### src/hdl/remask_pkg.sv
// package: register map, field layout and bus types for the receiver event mask block
package remask_pkg;

	// ----------------------------------------
	// register indices and byte addresses
	// ----------------------------------------
	localparam logic [11:0] IDX_MASK_AB = 12'h094;
	localparam logic [11:0] IDX_MASK_CD = 12'h095;
	localparam logic [11:0] IDX_EVT_STATUS = 12'h0a0;
	localparam logic [11:0] IDX_EVT_RAW = 12'h0a1;
	localparam logic [13:0] ADDR_MASK_AB = {IDX_MASK_AB, 2'b00};
	localparam logic [13:0] ADDR_MASK_CD = {IDX_MASK_CD, 2'b00};
	localparam logic [13:0] ADDR_EVT_STATUS = {IDX_EVT_STATUS, 2'b00};
	localparam logic [13:0] ADDR_EVT_RAW = {IDX_EVT_RAW, 2'b00};

	// ----------------------------------------
	// field layout within one configuration nibble
	// ----------------------------------------
	localparam int NUM_CFG = 4;
	localparam int NUM_EVT = 16;
	localparam int FLD_WAKE = 0;
	localparam int FLD_FRAME_SYNC = 1;
	localparam int FLD_MSG_ID = 2;
	localparam int FLD_MSG_END = 3;
	localparam int CFG_HI_SHIFT = 4;

	// ----------------------------------------
	// reset values
	// ----------------------------------------
	localparam logic [7:0] RST_MASK = 8'h00;
	localparam logic [15:0] RST_STATUS = 16'h0000;
	localparam logic [31:0] RDATA_IDLE = 32'h0000_0000;

	// one event nibble per receive configuration
	typedef struct packed {
		logic msgEnd;
		logic msgId;
		logic frameSync;
		logic wake;
	} remask_evt_t;

	typedef struct packed {
		logic [13:0] paddr;
		logic psel;
		logic penable;
		logic pwrite;
		logic [31:0] pwdata;
		logic [3:0] pstrb;
	} remask_apb_req_t;

	typedef struct packed {
		logic [31:0] prdata;
		logic pready;
		logic pslverr;
	} remask_apb_rsp_t;

endpackage

### src/hdl/remask_top.sv
// receiver event interrupt masking with apb register access
// ----------------------------------------
// What this block does
// - mask bit 0 enables, 1 suppresses interrupt
// - both mask registers reset to zero
// - 094 serves A/B, 095 serves C/D
// - wake-up masks at bits 0 and 4
// - frame sync masks at bits 1 and 5
// - message id masks at bits 2 and 6
// - end of message masks at bits 3 and 7
// ----------------------------------------
//
// Design decision made here: register access over APB.
`timescale 1ns/1ps

module remask_top
	import remask_pkg::*;
(
	// clock and reset
	input wire logic clk,
	input wire logic rst_n,
	// apb slave
	input wire remask_apb_req_t apbReq,
	output remask_apb_rsp_t apbRsp,
	// receiver events, one-cycle pulses per configuration
	input wire remask_evt_t evtCfgA,
	input wire remask_evt_t evtCfgB,
	input wire remask_evt_t evtCfgC,
	input wire remask_evt_t evtCfgD,
	// interrupt to host
	output logic irq
);

	// ----------------------------------------
	// register storage
	// ----------------------------------------
	logic [7:0] eventMaskCfgAb;
	logic [7:0] eventMaskCfgCd;
	logic [15:0] evtStatus;
	logic [31:0] rdata;

	// ----------------------------------------
	// apb decode
	// ----------------------------------------
	wire logic setupPhase = apbReq.psel && !apbReq.penable;
	wire logic accessPhase = apbReq.psel && apbReq.penable;
	wire logic wrAccess = accessPhase && apbReq.pwrite;
	wire logic rdSetup = setupPhase && !apbReq.pwrite;
	wire logic hitAb = apbReq.paddr == ADDR_MASK_AB;
	wire logic hitCd = apbReq.paddr == ADDR_MASK_CD;
	wire logic hitStatus = apbReq.paddr == ADDR_EVT_STATUS;
	wire logic hitRaw = apbReq.paddr == ADDR_EVT_RAW;
	wire logic hitAny = hitAb || hitCd || hitStatus || hitRaw;
	// lane 0 carries the whole mask byte; other lanes alone change nothing
	wire logic wrLow = apbReq.pstrb[0];
	wire logic wrAb = wrAccess && hitAb && wrLow;
	wire logic wrCd = wrAccess && hitCd && wrLow;
	// status clears on the completing read, which is the access phase
	wire logic rdStatusDone = accessPhase && !apbReq.pwrite && hitStatus;

	// ----------------------------------------
	// event vector: nibble per configuration, A lowest
	// ----------------------------------------
	wire logic [15:0] evtRaw = {evtCfgD, evtCfgC, evtCfgB, evtCfgA};
	// mask words concatenate to the same bit order as the event vector
	wire logic [15:0] maskAll = {eventMaskCfgCd, eventMaskCfgAb};

	// ----------------------------------------
	// mask values as they stand after this edge
	// ----------------------------------------
	// irq looks at the post-write mask so that masking a pending event
	// drops the line on the same edge as the register update
	wire logic [7:0] next_eventMaskCfgAb = wrAb ? apbReq.pwdata[7:0] : eventMaskCfgAb;
	wire logic [7:0] next_eventMaskCfgCd = wrCd ? apbReq.pwdata[7:0] : eventMaskCfgCd;
	wire logic [15:0] next_maskAll = {next_eventMaskCfgCd, next_eventMaskCfgAb};

	logic [15:0] next_evtStatus;
	logic [31:0] next_rdata;

	// ----------------------------------------
	// sticky status, set wins over the read clear
	// ----------------------------------------
	genvar gi;
	generate
		for (gi = 0; gi < NUM_EVT; gi++) begin : gStatus
			// a masked event is still recorded so software can poll it
			assign next_evtStatus[gi] = evtRaw[gi] ? 1'b1 :
				(rdStatusDone ? 1'b0 : evtStatus[gi]);
		end
	endgenerate

	// ----------------------------------------
	// read data mux, latched in setup so prdata is a flop
	// ----------------------------------------
	always_comb begin
		next_rdata = rdata;
		if (rdSetup) begin
			if (hitAb) begin
				next_rdata = {24'h00_0000, eventMaskCfgAb};
			end else if (hitCd) begin
				next_rdata = {24'h00_0000, eventMaskCfgCd};
			end else if (hitStatus) begin
				next_rdata = {16'h0000, evtStatus};
			end else if (hitRaw) begin
				next_rdata = {16'h0000, evtRaw};
			end else begin
				next_rdata = RDATA_IDLE;
			end
		end
	end

	// ----------------------------------------
	// clocked state
	// ----------------------------------------
	always_ff @(posedge clk) begin
		if (!rst_n) begin
			eventMaskCfgAb <= RST_MASK;
			eventMaskCfgCd <= RST_MASK;
		end else begin
			if (wrAb) begin
				eventMaskCfgAb <= apbReq.pwdata[7:0];
			end
			if (wrCd) begin
				eventMaskCfgCd <= apbReq.pwdata[7:0];
			end
		end
	end

	always_ff @(posedge clk) begin
		if (!rst_n) begin
			evtStatus <= RST_STATUS;
			rdata <= RDATA_IDLE;
			irq <= 1'b0;
		end else begin
			evtStatus <= next_evtStatus;
			rdata <= next_rdata;
			irq <= |(next_evtStatus & ~next_maskAll);
		end
	end

	// ----------------------------------------
	// apb response: zero wait, error on unmapped
	// ----------------------------------------
	// every register is a flop, so no access ever needs a wait state
	assign apbRsp.pready = 1'b1;
	assign apbRsp.pslverr = accessPhase && !hitAny;
	assign apbRsp.prdata = rdata;

	// ----------------------------------------
	// per event gating, one mask bit for each status bit
	// ----------------------------------------
	generate
		for (gi = 0; gi < NUM_EVT; gi++) begin : gGateChk

		end
	endgenerate
endmodule

### config.mk
export PLATFORM = sky130hd
export DESIGN_NAME = remask_top
export DESIGN_NICKNAME = d
export VERILOG_FILES = /design/src/hdl/remask_pkg.sv /design/src/hdl/remask_top.sv
export SDC_FILE = /design/constraint.sdc
export NUM_CORES = 1
export LEC_CHECK = 0
export BUFFER_PORTS_ARGS = -buffer_cell sky130_fd_sc_hd__buf_2
export CAP_MARGIN = 10
export CORE_MARGIN = 4
export CORE_UTILIZATION = 40
export DETAILED_ROUTE_END_ITERATION = 7
export PLACE_DENSITY = 0.76
export SYNTH_ARGS = -nofsm -noshare
export SYNTH_HDL_FRONTEND = slang
export SYNTH_SLANG_ARGS = --single-unit
### constraint.sdc
create_clock -name clk -period 1.9 [get_ports clk]
set_clock_uncertainty 0.1 [all_clocks]
set_input_delay 0.095 -clock clk [delete_from_list [all_inputs] [get_ports clk]]
set_output_delay 0.095 -clock clk [all_outputs]
set_load 0.01 [all_outputs]
==> impl_metrics.yaml <==
sta:
  hold_viol_final: 0
  finalSetupTns_ns: 0
  rsz0062_at_grt: "false"
  setup_viol: 0
  hold_slack_ns: 0.00256
  period_needed_ns: 1.74
  period_share: 0.916
  max_freq_mhz: 574
  slew_viol_final: 0
global_routing:
  grt_overflow: 0
  antenna_found_initial: 0
  grt_first_pass_wirelength_um: 9730
  first_global_vias: 1993
  grt_util_all_layers: 0.170
  grt_max_degree: 26
critical_path:
  arrival_ns: 1.82
  r2r_slack_ns: 0.64
  path_max_fanout: 5
  r2r-end: "irq$_SDFF_PN0_"
  cp-end-kind: "register"
  crit_type: "primary input to register"
  rr_worst_depth: 4
  r2r_start: "evtStatus[5]$_SDFF_PN0_"
  crit_required_ns: 1.98
  cp-start-kind: "primary input"
layout:
  nets: 400
  multiInputGateArea_mm2: 0.00124
  fillers: 543
  final_cells: 402
  antenna_cells: 0
  post-route-util: 0.534
  layout_commonest_cell: "buf_2"
  drive_above_1_share: 0.336
  syn_to_final_growth_pct: 28.0
  regArea_um2: 981
  mostFrequentLayoutCells: "buf_2, dfxtp_1, nor2_1"
drt:
  wl_um: 5970
  route.detailed.drc: 0
  dr_total_vias: 2068
  ant_nets: 0
  dr.pass1.iters: 4
  vias_per_cell: 5.14
  drtIter0Drc: 137
  wire_per_inst_um: 14.8
hold_path:
  whs_path_depth: 3
  hp-class: "primary input to register"
  hp-start: "apbReq[4]"
  min_delay_worst_endpoint: "eventMaskCfgAb[0]$_SDFF_PN0_"
power_and_ir_drop:
  p_leak_nw: 1.31
  fin_total_pwr_mw: 2.07
  p_per_area_mw_per_mm2: 699
  ir_drop_mv: 0.321
placed_design:
  post-dp-hpwl_um: 4450
  gp_congestion: 0.923
  numPortBuffers: 61
  place_inst: 387
synthesis:
  synth_seq_cells: 49
  synth_top_family_by_area: "compound AO/OA/AOI/OAI gates"
  synth_compound_area_frac: 0.200
  synthSimpleGateAreaFrac: 0.174
  ys.warnings.count: 0
  synthAdderAreaFrac: 0
  ys_seq_area_frac: 0.425
  netlist_area_mm2: 0.00231
  synth_mux_area_frac: 0.109
  synth_xor_area_frac: 0
  ys_types: 35
  avgSynthCellArea_um2: 9.17
  synthCells: 252
floorplanning:
  core_area_mm2: 0.00554
  ioPinCount: 106
  fp.dieW_um: 84.0
  start_util: 0.417
  die_h_um: 84.0
  die-area_mm2: 0.00705
  num_rows: 27
clock_network:
  clk_path_buf_depth: 2
  numCtsBuffers: 5
  htreeDepth: 2
  cts_tree: "yes"
  clk_pin_slew_ns: 0.09
  clockRootBuffer: "clkbuf_8"
  clock_latency_ns: 0.30
  numClockSinks: 49
status:
  status: "finished clean"
run:
  cap_violations: 0
cell families after synthesis:
logic type	count (synthesis)
muxes	24
DFF	49
and+or+nand+nor	77
AOI/OAI and AO/OA	66
buffers and inverters	34
other	2
cells in the mapped netlist:
library cell / n / area share
dfxtp_1: 49 / 0.42
nor2_1: 39 / 0.063
a21oi_1: 19 / 0.041
a22oi_1: 17 / 0.055
buf_4: 17 / 0.055
and2_1: 16 / 0.043
mux2i_1: 15 / 0.065
a211oi_1: 8 / 0.026
a221oi_1: 8 / 0.030
mux2_2: 8 / 0.039
a21o_1: 7 / 0.023
nor2b_1: 7 / 0.019
clkbuf_1: 6 / 0.0098
buf_1: 4 / 0.0065
buf_2: 4 / 0.0087
nand2_1: 4 / 0.0065
o22ai_1: 4 / 0.011
conb_1: 2 / 0.0033
nor4_2: 2 / 0.011
a221oi_2: 1 / 0.0065
a22o_1: 1 / 0.0038
a41oi_1: 1 / 0.0038
and3b_1: 1 / 0.0038
and4b_1: 1 / 0.0043
buf_6: 1 / 0.0049
clkinv_1: 1 / 0.0016
inv_1: 1 / 0.0016
mux2_1: 1 / 0.0049
nand2_2: 1 / 0.0027
nand3_1: 1 / 0.0022
nand3_2: 1 / 0.0043
nand3b_1: 1 / 0.0033
nor3_2: 1 / 0.0043
nor4_1: 1 / 0.0027
or3b_1: 1 / 0.0038
state kept, by name, indices dropped and copies added (netlist names):
| register | cells |
|---|---|
| eventMaskCfgAb | 8 |
| eventMaskCfgCd | 8 |
| evtStatus | 16 |
| irq | 1 |
| rdata | 16 |
timing repair:
action	CTS	global route
endpoints found under the hold margin	5	0
setup buffers	0	2
gates resized for setup	0	12
hold buffers	5	0
setup endpoints to repair	0	2
cell type report:
type | instances | share of cell area
clock buffers | 7 | 0.0292
multi-input cells | 184 | 0.418
well taps | 72 | 0.0305
clock inverters | 1 | 0.0102
inverters | 2 | 0.00254
repair buffers | 87 | 0.178
flip-flops and latches | 49 | 0.332
worst max-delay path by stage:
stage                     startpoint        endpoint  slack (ns)  cells past startpoint
after floorplan           apbReq[40]  irq$_SDFF_PN0_        0.10                      8
after global placement    apbReq[50]  irq$_SDFF_PN0_       -0.17                      8
after detailed placement  apbReq[40]  irq$_SDFF_PN0_       -0.29                      8
after CTS                 apbReq[40]  irq$_SDFF_PN0_        0.06                      8
after global routing      apbReq[50]  irq$_SDFF_PN0_        0.01                      8
final                     apbReq[44]  irq$_SDFF_PN0_        0.16                      8
where the power goes:
| group | internal [mW] | switching [mW] | total, mW |
|---|---|---|---|
| Sequential | 1.05 | 0.0156 | 1.07 |
| Combinational | 0.107 | 0.127 | 0.233 |
| Clock | 0.429 | 0.335 | 0.764 |
| Total | 1.59 | 0.477 | 2.07 |
through the flow:
step	instance area, um^2	setup WS (ns)
2_1_floorplan	2370	0.104
3_3_place_gp	2720	-0.166
3_5_place_dp	2720	-0.287
4_1_cts	2890	0.0649
5_1_grt	2960	0.0138
6_report	2960	0.159
metal layers:
layer  global-route usage  vias up  part of all wire
met5                    0        -                 0
met4               0.0497        0             0.013
li1                     -     1020                 -
met3               0.0434        8             0.062
met1                0.223      978              0.43
met2                0.274       62              0.49
worst max-delay path, cell delays in order:
cell	delay [ns]
buf_2	0.11
nor4_4	0.28
and4b_2	0.35
and3b_2	0.30
mux2i_1	0.11
a22o_1	0.26
a221oi_2	0.18
a41oi_1	0.13
(Power assumes the default switching activity.)
